**src/inc/rbs_regs.vh**
```
// Register map, field layout and voltage constants for the alternate setting bank
// ********************************************************************
// ********************************************************************
`ifndef RBS_REGS_VH
`define RBS_REGS_VH

// Register word indexes; the byte address is four times the index
`define RBS_OFS_MEM_BUCK 8'hb7
`define RBS_OFS_IO_BUCK 8'hb8
`define RBS_OFS_PERIPH_BUCK 8'hb9
`define RBS_OFS_LINEAR_ONE 8'hba
`define RBS_OFS_LINEAR_TWO 8'hbb

// Field positions
`define RBS_SLEEP_BIT 7
`define RBS_RSVD_BIT 6
`define RBS_BUCK_CODE_MSB 6
`define RBS_LIN_CODE_MSB 5

// Reset values (not given; cleared)
`define RBS_RST_VAL 8'h00

// Voltage decode in millivolts
`define RBS_BUCK_BASE_MV 16'h0320
`define RBS_LIN_BASE_MV 16'h0258
`define RBS_STEP_MV 16'h0014

// AXI responses
`define RBS_RESP_OKAY 2'b00
`define RBS_RESP_SLVERR 2'b10

`endif

```
**src/hdl/rbs_code_decode.v**
```verilog
// Converts a binary voltage code into a target level in millivolts
`timescale 1ns/10ps
`include "rbs_regs.vh"

module rbs_code_decode #(
    parameter CODE_W = 7,
    parameter [15:0] BASE_MV = 16'h0320
) (
    // Code in
    input wire [CODE_W-1:0] code_i,
    // Level out
    output wire [15:0] mv_o
);

    wire [15:0] code_ext;

    assign code_ext = {{(16-CODE_W){1'b0}}, code_i};
    // Product fits: 127 * 20 = 2540 stays well inside 16 bits
    assign mv_o = BASE_MV + code_ext * `RBS_STEP_MV;

endmodule

```
**src/hdl/rbs_reg_byte.v**
```verilog
// One byte-wide read/write setting register with a single write enable
`timescale 1ns/10ps
`include "rbs_regs.vh"

module rbs_reg_byte #(
    parameter [7:0] RST_VAL = 8'h00
) (
    // Clock and reset
    input wire mclk_i,
    input wire rst_i,
    // Write port
    input wire wr_en_i,
    input wire [7:0] wr_data_i,
    // Stored value
    output wire [7:0] q_o
);

    reg [7:0] val_ff;

    always @(posedge mclk_i) begin
        if (rst_i) begin
            val_ff <= RST_VAL;
        end else if (wr_en_i) begin
            val_ff <= wr_data_i;
        end
    end

    assign q_o = val_ff;

endmodule

```
**src/hdl/rbs_alt_setting_regs.v**
```verilog
// Alternate (B) setting register bank for three bucks and two linear regulators
`timescale 1ns/10ps
`include "rbs_regs.vh"

module rbs_alt_setting_regs #(
    parameter ADDR_W = 10
) (
    // Clock and reset
    input wire mclk_i,
    input wire rst_i,
    // AXI4-Lite write address
    input wire [ADDR_W-1:0] s_axi_awaddr_i,
    input wire [2:0] s_axi_awprot_i,
    input wire s_axi_awvalid_i,
    output wire s_axi_awready_o,
    // AXI4-Lite write data
    input wire [31:0] s_axi_wdata_i,
    input wire [3:0] s_axi_wstrb_i,
    input wire s_axi_wvalid_i,
    output wire s_axi_wready_o,
    // AXI4-Lite write response
    output wire [1:0] s_axi_bresp_o,
    output wire s_axi_bvalid_o,
    input wire s_axi_bready_i,
    // AXI4-Lite read address
    input wire [ADDR_W-1:0] s_axi_araddr_i,
    input wire [2:0] s_axi_arprot_i,
    input wire s_axi_arvalid_i,
    output wire s_axi_arready_o,
    // AXI4-Lite read data
    output wire [31:0] s_axi_rdata_o,
    output wire [1:0] s_axi_rresp_o,
    output wire s_axi_rvalid_o,
    input wire s_axi_rready_i,
    // Setting set select from the sequencer
    input wire alt_set_sel_i,
    // Memory buck
    output reg memory_buck_sleep_o,
    output reg [15:0] memory_buck_mv_o,
    output reg memory_buck_alt_active_o,
    // IO buck
    output reg io_buck_sleep_o,
    output reg [15:0] io_buck_mv_o,
    output reg io_buck_alt_active_o,
    // Peripheral buck
    output reg peripheral_buck_sleep_o,
    output reg [15:0] peripheral_buck_mv_o,
    output reg peripheral_buck_alt_active_o,
    // Linear regulator one
    output reg linear_one_sleep_o,
    output reg [15:0] linear_one_mv_o,
    output reg linear_one_alt_active_o,
    // Linear regulator two
    output reg linear_two_sleep_o,
    output reg [15:0] linear_two_mv_o,
    output reg linear_two_alt_active_o
);

    localparam NREG = 5;

    // ****************************************************************
    // Write channel
    // ****************************************************************
    reg [ADDR_W-1:0] aw_addr_ff;
    reg aw_held_ff;
    reg [31:0] w_data_ff;
    reg [3:0] w_strb_ff;
    reg w_held_ff;
    reg bvalid_ff;
    reg [1:0] bresp_ff;
    reg [1:0] nxt_bresp;
    reg [NREG-1:0] wr_sel;
    wire wr_go;

    // Each channel is taken on its own; response waits for both
    assign s_axi_awready_o = !aw_held_ff && !bvalid_ff;
    assign s_axi_wready_o = !w_held_ff && !bvalid_ff;
    assign wr_go = aw_held_ff && w_held_ff && !bvalid_ff;

    always @(posedge mclk_i) begin
        if (rst_i) begin
            aw_addr_ff <= {ADDR_W{1'b0}};
            aw_held_ff <= 1'b0;
        end else if (s_axi_awvalid_i && s_axi_awready_o) begin
            aw_addr_ff <= s_axi_awaddr_i;
            aw_held_ff <= 1'b1;
        end else if (wr_go) begin
            aw_held_ff <= 1'b0;
        end
    end

    always @(posedge mclk_i) begin
        if (rst_i) begin
            w_data_ff <= 32'h0000_0000;
            w_strb_ff <= 4'h0;
            w_held_ff <= 1'b0;
        end else if (s_axi_wvalid_i && s_axi_wready_o) begin
            w_data_ff <= s_axi_wdata_i;
            w_strb_ff <= s_axi_wstrb_i;
            w_held_ff <= 1'b1;
        end else if (wr_go) begin
            w_held_ff <= 1'b0;
        end
    end

    // ****************************************************************
    // Address decode
    // ****************************************************************
    // Offsets are word indexes, so each byte address is four times
    // the index; an ADDR_W below 10 cannot reach the bank
    localparam [ADDR_W-1:0] ADR_MEM_BUCK = {`RBS_OFS_MEM_BUCK, 2'b00};
    localparam [ADDR_W-1:0] ADR_IO_BUCK = {`RBS_OFS_IO_BUCK, 2'b00};
    localparam [ADDR_W-1:0] ADR_PERIPH_BUCK = {`RBS_OFS_PERIPH_BUCK, 2'b00};
    localparam [ADDR_W-1:0] ADR_LINEAR_ONE = {`RBS_OFS_LINEAR_ONE, 2'b00};
    localparam [ADDR_W-1:0] ADR_LINEAR_TWO = {`RBS_OFS_LINEAR_TWO, 2'b00};

    // Full compare: misaligned or unmapped addresses select nothing
    function [NREG-1:0] rbs_match;
        input [ADDR_W-1:0] addr;
        begin
            case (addr)
                ADR_MEM_BUCK: begin
                    rbs_match = 5'b00001;
                end
                ADR_IO_BUCK: begin
                    rbs_match = 5'b00010;
                end
                ADR_PERIPH_BUCK: begin
                    rbs_match = 5'b00100;
                end
                ADR_LINEAR_ONE: begin
                    rbs_match = 5'b01000;
                end
                ADR_LINEAR_TWO: begin
                    rbs_match = 5'b10000;
                end
                default: begin
                    rbs_match = {NREG{1'b0}};
                end
            endcase
        end
    endfunction

    // Only byte lane 0 carries a register; other lanes are dropped
    always @* begin
        wr_sel = rbs_match(aw_addr_ff) & {NREG{wr_go && w_strb_ff[0]}};
        nxt_bresp = (|rbs_match(aw_addr_ff)) ? `RBS_RESP_OKAY : `RBS_RESP_SLVERR;
    end

    always @(posedge mclk_i) begin
        if (rst_i) begin
            bvalid_ff <= 1'b0;
            bresp_ff <= `RBS_RESP_OKAY;
        end else if (wr_go) begin
            bvalid_ff <= 1'b1;
            bresp_ff <= nxt_bresp;
        end else if (s_axi_bready_i) begin
            bvalid_ff <= 1'b0;
        end
    end

    assign s_axi_bvalid_o = bvalid_ff;
    assign s_axi_bresp_o = bresp_ff;

    // ****************************************************************
    // Register storage
    // ****************************************************************
    wire [8*NREG-1:0] reg_q;
    genvar gi;

    generate
        for (gi = 0; gi < NREG; gi = gi + 1) begin : g_reg
            rbs_reg_byte #(
                .RST_VAL(`RBS_RST_VAL)
            ) u_reg (
                .mclk_i(mclk_i),
                .rst_i(rst_i),
                .wr_en_i(wr_sel[gi]),
                .wr_data_i(w_data_ff[7:0]),
                .q_o(reg_q[8*gi+7:8*gi])
            );
        end
    endgenerate

    // ****************************************************************
    // Read channel
    // ****************************************************************
    reg rvalid_ff;
    reg [31:0] rdata_ff;
    reg [1:0] rresp_ff;
    reg [31:0] nxt_rdata;
    reg [NREG-1:0] rd_sel;
    integer ri;

    assign s_axi_arready_o = !rvalid_ff;

    // Bits above the byte read as zero
    always @* begin
        rd_sel = rbs_match(s_axi_araddr_i);
        nxt_rdata = 32'h0000_0000;
        for (ri = 0; ri < NREG; ri = ri + 1) begin
            if (rd_sel[ri]) begin
                nxt_rdata[7:0] = reg_q[8*ri +: 8];
            end
        end
    end

    always @(posedge mclk_i) begin
        if (rst_i) begin
            rvalid_ff <= 1'b0;
            rdata_ff <= 32'h0000_0000;
            rresp_ff <= `RBS_RESP_OKAY;
        end else if (s_axi_arvalid_i && !rvalid_ff) begin
            rvalid_ff <= 1'b1;
            rdata_ff <= nxt_rdata;
            rresp_ff <= (|rd_sel) ? `RBS_RESP_OKAY : `RBS_RESP_SLVERR;
        end else if (s_axi_rready_i) begin
            rvalid_ff <= 1'b0;
        end
    end

    assign s_axi_rvalid_o = rvalid_ff;
    assign s_axi_rdata_o = rdata_ff;
    assign s_axi_rresp_o = rresp_ff;

    // ****************************************************************
    // Field decode
    // ****************************************************************
    wire [7:0] mem_buck_alt_setting;
    wire [7:0] io_buck_alt_setting;
    wire [7:0] peripheral_buck_alt_setting;
    wire [7:0] linear_reg_one_alt_setting;
    wire [7:0] linear_reg_two_alt_setting;
    wire [15:0] mem_mv;
    wire [15:0] io_mv;
    wire [15:0] periph_mv;
    wire [15:0] lin_one_mv;
    wire [15:0] lin_two_mv;

    assign mem_buck_alt_setting = reg_q[7:0];
    assign io_buck_alt_setting = reg_q[15:8];
    assign peripheral_buck_alt_setting = reg_q[23:16];
    assign linear_reg_one_alt_setting = reg_q[31:24];
    assign linear_reg_two_alt_setting = reg_q[39:32];

    rbs_code_decode #(
        .CODE_W(7),
        .BASE_MV(`RBS_BUCK_BASE_MV)
    ) u_mem_dec (
        .code_i(mem_buck_alt_setting[`RBS_BUCK_CODE_MSB:0]),
        .mv_o(mem_mv)
    );

    rbs_code_decode #(
        .CODE_W(7),
        .BASE_MV(`RBS_BUCK_BASE_MV)
    ) u_io_dec (
        .code_i(io_buck_alt_setting[`RBS_BUCK_CODE_MSB:0]),
        .mv_o(io_mv)
    );

    rbs_code_decode #(
        .CODE_W(7),
        .BASE_MV(`RBS_BUCK_BASE_MV)
    ) u_periph_dec (
        .code_i(peripheral_buck_alt_setting[`RBS_BUCK_CODE_MSB:0]),
        .mv_o(periph_mv)
    );

    // Bit 6 is reserved: stored and read back, never decoded
    rbs_code_decode #(
        .CODE_W(6),
        .BASE_MV(`RBS_LIN_BASE_MV)
    ) u_lin_one_dec (
        .code_i(linear_reg_one_alt_setting[`RBS_LIN_CODE_MSB:0]),
        .mv_o(lin_one_mv)
    );

    rbs_code_decode #(
        .CODE_W(6),
        .BASE_MV(`RBS_LIN_BASE_MV)
    ) u_lin_two_dec (
        .code_i(linear_reg_two_alt_setting[`RBS_LIN_CODE_MSB:0]),
        .mv_o(lin_two_mv)
    );

    // ****************************************************************
    // Regulator steering
    // ****************************************************************
    // Outputs registered so the regulators never see a decode glitch;
    // with the A set selected they hold zero and the A path governs
    always @(posedge mclk_i) begin
        if (rst_i) begin
            memory_buck_sleep_o <= 1'b0;
            memory_buck_mv_o <= 16'h0000;
            memory_buck_alt_active_o <= 1'b0;
            io_buck_sleep_o <= 1'b0;
            io_buck_mv_o <= 16'h0000;
            io_buck_alt_active_o <= 1'b0;
            peripheral_buck_sleep_o <= 1'b0;
            peripheral_buck_mv_o <= 16'h0000;
            peripheral_buck_alt_active_o <= 1'b0;
            linear_one_sleep_o <= 1'b0;
            linear_one_mv_o <= 16'h0000;
            linear_one_alt_active_o <= 1'b0;
            linear_two_sleep_o <= 1'b0;
            linear_two_mv_o <= 16'h0000;
            linear_two_alt_active_o <= 1'b0;
        end else if (alt_set_sel_i) begin
            memory_buck_sleep_o <= mem_buck_alt_setting[`RBS_SLEEP_BIT];
            memory_buck_mv_o <= mem_mv;
            memory_buck_alt_active_o <= 1'b1;
            io_buck_sleep_o <= io_buck_alt_setting[`RBS_SLEEP_BIT];
            io_buck_mv_o <= io_mv;
            io_buck_alt_active_o <= 1'b1;
            peripheral_buck_sleep_o <= peripheral_buck_alt_setting[`RBS_SLEEP_BIT];
            peripheral_buck_mv_o <= periph_mv;
            peripheral_buck_alt_active_o <= 1'b1;
            linear_one_sleep_o <= linear_reg_one_alt_setting[`RBS_SLEEP_BIT];
            linear_one_mv_o <= lin_one_mv;
            linear_one_alt_active_o <= 1'b1;
            linear_two_sleep_o <= linear_reg_two_alt_setting[`RBS_SLEEP_BIT];
            linear_two_mv_o <= lin_two_mv;
            linear_two_alt_active_o <= 1'b1;
        end else begin
            memory_buck_sleep_o <= 1'b0;
            memory_buck_mv_o <= 16'h0000;
            memory_buck_alt_active_o <= 1'b0;
            io_buck_sleep_o <= 1'b0;
            io_buck_mv_o <= 16'h0000;
            io_buck_alt_active_o <= 1'b0;
            peripheral_buck_sleep_o <= 1'b0;
            peripheral_buck_mv_o <= 16'h0000;
            peripheral_buck_alt_active_o <= 1'b0;
            linear_one_sleep_o <= 1'b0;
            linear_one_mv_o <= 16'h0000;
            linear_one_alt_active_o <= 1'b0;
            linear_two_sleep_o <= 1'b0;
            linear_two_mv_o <= 16'h0000;
            linear_two_alt_active_o <= 1'b0;
        end
    end

endmodule

```
**config.mk**
```make
export PLATFORM = sky130hd
export DESIGN_NAME = rbs_alt_setting_regs
export DESIGN_NICKNAME = d
export VERILOG_FILES = /design/src/hdl/rbs_code_decode.v /design/src/hdl/rbs_reg_byte.v /design/src/hdl/rbs_alt_setting_regs.v
export VERILOG_INCLUDE_DIRS = /design/src /design/src/inc
export SDC_FILE = /design/constraint.sdc
export NUM_CORES = 1
export LEC_CHECK = 0
export ABC_AREA = 1
export BUFFER_PORTS_ARGS = -buffer_cell sky130_fd_sc_hd__buf_2
export CORE_UTILIZATION = 30
export CTS_CLUSTER_DIAMETER = 120
export CTS_CLUSTER_SIZE = 24
export DETAILED_ROUTE_END_ITERATION = 10
export PLACE_DENSITY_LB_ADDON = 0.12
export SETUP_SLACK_MARGIN = 0.15
export SLEW_MARGIN = 40
export SYNTH_ARGS = -nofsm -noshare
export SYNTH_HDL_FRONTEND = slang
export SYNTH_SLANG_ARGS = --single-unit
```
**constraint.sdc**
```tcl
create_clock -name mclk_i -period 3.4 [get_ports mclk_i]
set_input_delay 1.02 -clock mclk_i [delete_from_list [all_inputs] [get_ports mclk_i]]
set_output_delay 1.02 -clock mclk_i [all_outputs]
set_load 0.05 [all_outputs]
```
==> results of run 1 <==
critical path, cell delays in order (launching register included):
cell     delay, ps
dfxtp_1        350
nor2_1         240
buf_2          320
flip-flops by register name, indices dropped and copies added (netlist names), 8 cells and up:
signal                cells
memory_buck_mv_o         11
aw_addr_ff               10
linear_two_mv_o          10
g.u_reg.q_o              40
linear_one_mv_o          10
io_buck_mv_o             11
peripheral_buck_mv_o     11
s_axi_rdata_o             8
w_data_ff                 8
cell type report:
class                           count  area [um2]
Antenna cell                        1        2.50
Clock buffer                       24         502
Clock inverter                      8         121
Fill cell                        2448       14500
Inverter                          111         417
Multi-Input combinational cell    620        3470
Sequential cell                   132        2640
Tap cell                          285         357
Timing Repair Buffer              117         593
logic make-up after synthesis:
| kind of cell | count (synthesis) | share of synthesized area [%] |
|---|---|---|
| buffers and inverters | 188 | 13.9 |
| XOR/XNOR | 13 | 1.66 |
| AND/OR/NAND/NOR | 330 | 21.5 |
| other | 1 | 0.0545 |
| adder cells (fa/ha/maj) | 56 | 10.7 |
| flip-flops | 132 | 38.4 |
| AO/OA/AOI/OAI | 168 | 13.8 |
per-stage QoR:
stage / utilization (%) / hold slack (ps)
floorplan: - / 419
global placement: 33.2 / 451
detailed placement: 33.2 / 454
CTS: 35.9 / 464
global route: 35.9 / 472
finish: 35.9 / 460
power groups by stage:
| stage | Sequential [mW] | Combinational [mW] | Clock [mW] |
|---|---|---|---|
| 6_report | 1.60 | 0.395 | 1.92 |
| 5_1_grt | 1.61 | 0.425 | 2.06 |
| 4_1_cts | 1.60 | 0.398 | 1.99 |
| 3_5_place_dp | 1.64 | 0.398 | 0 |
| 3_3_place_gp | 1.64 | 0.397 | 0 |
| 2_1_floorplan | 1.69 | 0.307 | 0 |
path summary, 6_finish.rpt:
| check | from | endpoint | slack [ps] | cells past startpoint |
|---|---|---|---|---|
| hold reg to reg | w_data_ff[1] | g_reg[0].u_reg.q_o[1] | 460 | 2 |
| hold / removal | w_data_ff[1] | g_reg[0].u_reg.q_o[1] | 460 | 2 |
| setup reg to reg | g_reg[0].u_reg.q_o[3] | memory_buck_mv_o[11] | 1130 | 11 |
| setup / recovery | s_axi_bvalid_o | s_axi_wready_o | 1060 | 2 |
layer usage:
layer  share of wire, %  track usage (%)
met1                 49             19.6
met3                4.1             3.35
met4                1.6             5.52
met2                 45             23.9
met5                  0                0
synth_stat cells (3+ instances only):
library cell / count / area [um2]
dfxtp_1: 132 / 2640
nand2_1: 126 / 473
nor2_1: 116 / 435
inv_1: 106 / 398
a21oi_1: 80 / 400
buf_4: 57 / 428
ha_1: 51 / 638
o21ai_0: 48 / 240
nand3_1: 37 / 185
a211oi_1: 18 / 135
nand4_1: 14 / 87.6
o21ai_1: 10 / 50.1
clkbuf_1: 9 / 33.8
xor2_1: 7 / 61.3
a211oi_2: 6 / 75.1
nor3_1: 6 / 30.0
or2_1: 6 / 37.5
xnor2_1: 6 / 52.6
fa_1: 5 / 100
inv_2: 5 / 18.8
nand2_2: 5 / 31.3
buf_1: 4 / 15.0
nor2_2: 4 / 25.0
or2_2: 4 / 25.0
a21o_1: 3 / 22.5
buf_2: 3 / 15.0
buf_6: 3 / 33.8
nor2_4: 3 / 33.8
nor2_8: 3 / 60.1
nor3b_1: 3 / 22.5
==> impl_metrics.toml, run 1 <==
[run_status]
status = "finished clean"

[die]
io_pins = 201
rows = 55
dieHeight_um = 153
start_util_pct = 30.5
core_area_um2 = 22600
die_area_um2 = 23500
die_width_um = 153

[yosys]
yosysWarnings = 0
avgSynthCellArea_um2 = 7.75
synth.distinct_cells = 38
syn_area_um2 = 6880
synthArstFlopShare_pct = 0
ys_ff_latch = 132
synth_edf_count = 0
synthCells = 888
synth-seq-area-share_pct = 38.4
synth-main-ff-cell = "dfxtp_1"

[sta]
tns_ps = 0
slew_violations = 0
post-route-period-util_pct = 69.0
finClkSkew_ps = 11.1
worst_slack_ps = 1060
fin_crit_ps = 2340
setup_viol = 0
fmax_mhz = 426
hold_violations = 0
timing.slew.headroom_pct = 50.8
worst_pin_slew_ps = 738
rsz0062_at_grt = "false"

[clock_network]
cts_buffer_depth = 2
cts_tree = "yes"
cts_buffers = 17
clock_sinks = 132
cts_setup_buffers = 0
clkLatencyLatePin_ps = 420
cts_hold_buffers = 0
cts.clk_slew.worst_paths_ps = 60
cts-resized-gates = 0
cts_root_buf = "clkbuf_16"
htree_levels = 4

[grt]
gr-usage-all-layers_pct = 14.9
antenna_found_initial = 1
grt_pass1_vias = 5251
grt_max_degree = 46
grt_pass1_wl_um = 27100
overflow = 0

[routing]
post_drt_via_cell_ratio = 4.35
postRouteAntennaNets = 0
drtIter0Drc = 234
drt_wl_total_um = 16800
wl_per_cell_um = 13.0
drc_errors = 0
first_pass_iters = 5
vias = 5646

[pwr]
switching_power_mw = 1.03
seqPwrFrac_pct = 40.9
fin_total_pwr_mw = 3.92
combinationalPowerShare_pct = 10.1
pwr_density_cell_nw_per_um2 = 484
pwr-share-clk_pct = 49.0
p_leak_nw = 3.99
sw_frac_of_total_pct = 26.2
ir_drop_mv = 0.245
internal_power_mw = 2.90

[finish]
nets = 1125
area_delta_synth_final_pct = 17.9
fin_area_um2 = 8110
stdcell_count = 1298
final_cell_mix = "132 x dfxtp_1, 126 x nand2_1, 116 x nor2_1"
final_common_cell = "dfxtp_1"
layout-drive-gt1-share_pct = 17.7

[run]
maxCapViolCount = 0

[setup_path]
worstPathArrival_ps = 1320
end_kind = "output port"
cp-start-kind = "flip-flop"
worstPathMaxFanout = 5
required_ps = 2380
worstSetupPathType = "flip-flop to output port"

[place]
dp_slack_ps = 882
placed_cells = 1265
dp_hpwl_um = 12500
port_buffers = 114
globalplace.congestion = 0.819
postPlaceCellArea_um2 = 7480

[worst_hold_path]
hp-class = "flip-flop to flip-flop"
No activity file was read; power rests on OpenSTA's default activity.
==> run 2, diff against run 1 <==
--- a/config.mk
+++ b/config.mk
@@ -6,7 +6,7 @@
 export SDC_FILE = /design/constraint.sdc
 export NUM_CORES = 1
 export LEC_CHECK = 0
-export ABC_AREA = 1
+export ABC_AREA = 0
 export BUFFER_PORTS_ARGS = -buffer_cell sky130_fd_sc_hd__buf_2
 export CORE_UTILIZATION = 30
 export CTS_CLUSTER_DIAMETER = 120
==> constraint.sdc (replaced) <==
create_clock -name mclk_i -period 2.35 [get_ports mclk_i]
set_input_delay 0.705 -clock mclk_i [delete_from_list [all_inputs] [get_ports mclk_i]]
set_output_delay 0.705 -clock mclk_i [all_outputs]
set_load 0.05 [all_outputs]
==> impl_metrics.toml, run 2 <==
[finish]
nets = 1030
final_common_cell = "dfxtp_1"
largest_reg_flops = 40
fin_area_um2 = 8590
diodes = 0
area_delta_synth_final_pct = 25.7
nFillCells = 2329
final_cell_mix = "118 x dfxtp_1, 114 x buf_2, 96 x nor2_1"
layout-drive-gt1-share_pct = 28.2

[yosys]
synthCells = 765
synth_commonest_cells = "132 x dfxtp_1, 96 x nor2_1, 65 x a21oi_1, 65 x nand2_1, 59 x buf_4"
synthAdderAreaFrac_pct = 10.8
synth_xor_area_share_pct = 3.35
synth_compound_area_share_pct = 12.5
yosysWarnings = 0
ys_ff_latch = 132
synthArstFlopShare_pct = 0
synth.distinct_cells = 58
synth-main-ff-cell = "dfxtp_1"
synthMuxAreaShare_pct = 6.30
synth_edf_count = 0
ys_top_cells_by_area = "dfxtp_1 39%, ha_1 9.3%, buf_4 6.5%"
synth_top_family_by_area = "simple AND/OR/NAND/NOR gates"
netlist.area_leader.share_pct = 38.7
avgSynthCellArea_um2 = 8.94
synth-simple-area-share_pct = 18.7
synth_area_leader_cell = "dfxtp_1"
synth-seq-area-share_pct = 38.7
syn_area_um2 = 6840
yosysMostFrequentCell = "dfxtp_1"

[grt]
grt_max_degree = 55
overflow = 0
grt_pass1_vias = 5111
grt_pass1_wl_um = 27300
antenna_found_initial = 0
gr-usage-all-layers_pct = 15.0

[die]
die_width_um = 153
dieHeight_um = 153
start_util_pct = 30.9
core_area_um2 = 22100
die_area_um2 = 23400
io_pins = 201
rows = 54

[clock_network]
cts_hold_buffers = 0
clkLatencyLatePin_ps = 420
cts_buffers = 17
htree_levels = 4
cts_tree = "yes"
clock_sinks = 132
cts_root_buf = "clkbuf_16"
cts.clk_slew.worst_paths_ps = 60
cts_buffer_depth = 2

[setup_path]
end_kind = "flip-flop"
cp-start-kind = "flip-flop"
worstPathArrival_ps = 2490
worstSetupPathType = "flip-flop to flip-flop"
worstPathMaxFanout = 2
required_ps = 2690

[routing]
wl_per_cell_um = 14.3
routed-wl-met3_um = 807
drtIter0Drc = 208
vias = 5385
postRouteAntennaNets = 0
wl_met2_um = 7500
first_pass_iters = 4
post_drt_via_cell_ratio = 4.50
drt_wl_total_um = 17200
highest_layer = "met4"
drc_errors = 0
m1WireLength_um = 8570

[pwr]
fin_total_pwr_mw = 5.42
p_leak_nw = 3.86
pwr_density_cell_nw_per_um2 = 631
ir_drop_mv = 0.399

[place]
globalplace.congestion = 0.730
port_buffers = 114
dp_hpwl_um = 12500
postPlaceCellArea_um2 = 7690

[sta]
setup_viol = 0
fmax_mhz = 465
hold_violations = 0
slew_violations = 0
post-route-period-util_pct = 91.4
rsz0062_at_grt = "true"
fin_crit_ps = 2150
tns_ps = 0
timing.slew.headroom_pct = 63.4
worst_pin_slew_ps = 547
finClkSkew_ps = 8.08

[worst_hold_path]
hp-class = "flip-flop to flip-flop"

[run]
maxCapViolCount = 0

[run_status]
status = "finished clean"
## run 2: critical path, stage by stage (launching register included)
cell      delay [ps]
dfxtp_2          330
ha_4             270
ha_4             120
inv_2             40
fa_2             410
nand2b_4         170
a211oi_2         220
o21ai_1          120
or2_4            250
a211oi_2         140
## run 2: cell families (layout without fill, tap and decap cells)
| logic type | Yosys count | after routing |
|---|---|---|
| DFF | 132 | 132 |
| buffers and inverters | 112 | 212 |
| other | 1 | 53 |
| xor gates and xnor gates | 23 | 23 |
| adders and majority gates | 56 | 56 |
| AOI/OAI and AO/OA | 143 | 143 |
| muxes | 43 | 43 |
| and+or+nand+nor | 255 | 255 |
## run 2: repair_timing
item                       CTS  global route
setup buffers                0             4
pin swaps                    2            27
cloned                       0             0
resized for setup           12            69
setup endpoints to repair   13            21
## run 2: layer usage
| layer | vias up | track usage, % |
|---|---|---|
| met5 | - | 0 |
| met4 | 0 | 5.63 |
| met3 | 19 | 3.43 |
| met2 | 133 | 23.0 |
| met1 | 2444 | 20.5 |
| li1 | 2789 | - |
## run 2: power by group
group          internal (mW)  switching, mW
registers               2.28         0.0486
clock network           1.50           1.05
logic                  0.100          0.439
## run 2: layout make-up
class,count,area (um2),share of cell area (%)
clock buffers,19,453,5.27
clock inverters,13,109,1.27
inverters,26,97.6,1.14
multi-input cells,573,4020,46.8
flip-flops and latches,132,2660,31.0
well taps,280,350,4.08
repair buffers,154,896,10.4
## run 2: path summary, 6_finish.rpt
kind	cells past startpoint	slack (ps)	startpoint	to
worst min-delay path	2	450	aw_addr_ff[9]	aw_addr_ff[9]
worst min register to register	2	450	aw_addr_ff[9]	aw_addr_ff[9]
worst max register to register	9	200	g_reg[1].u_reg.q_o[1]	io_buck_mv_o[12]
worst max-delay path	9	200	g_reg[1].u_reg.q_o[1]	io_buck_mv_o[12]
## run 2: per-stage QoR
| step | setup WS (ps) | hold slack (ps) | instances | utilization [%] |
|---|---|---|---|---|
| after global placement | 52.7 | 441 | 1161 | 34.8 |
| after CTS | 154 | 455 | 1193 | 37.5 |
| final | 201 | 451 | 1197 | 38.9 |
| after detailed placement | 56.7 | 446 | 1161 | 34.8 |
| after floorplan | 170 | 432 | 817 | - |
| after global routing | 99.5 | 469 | 1197 | 38.9 |
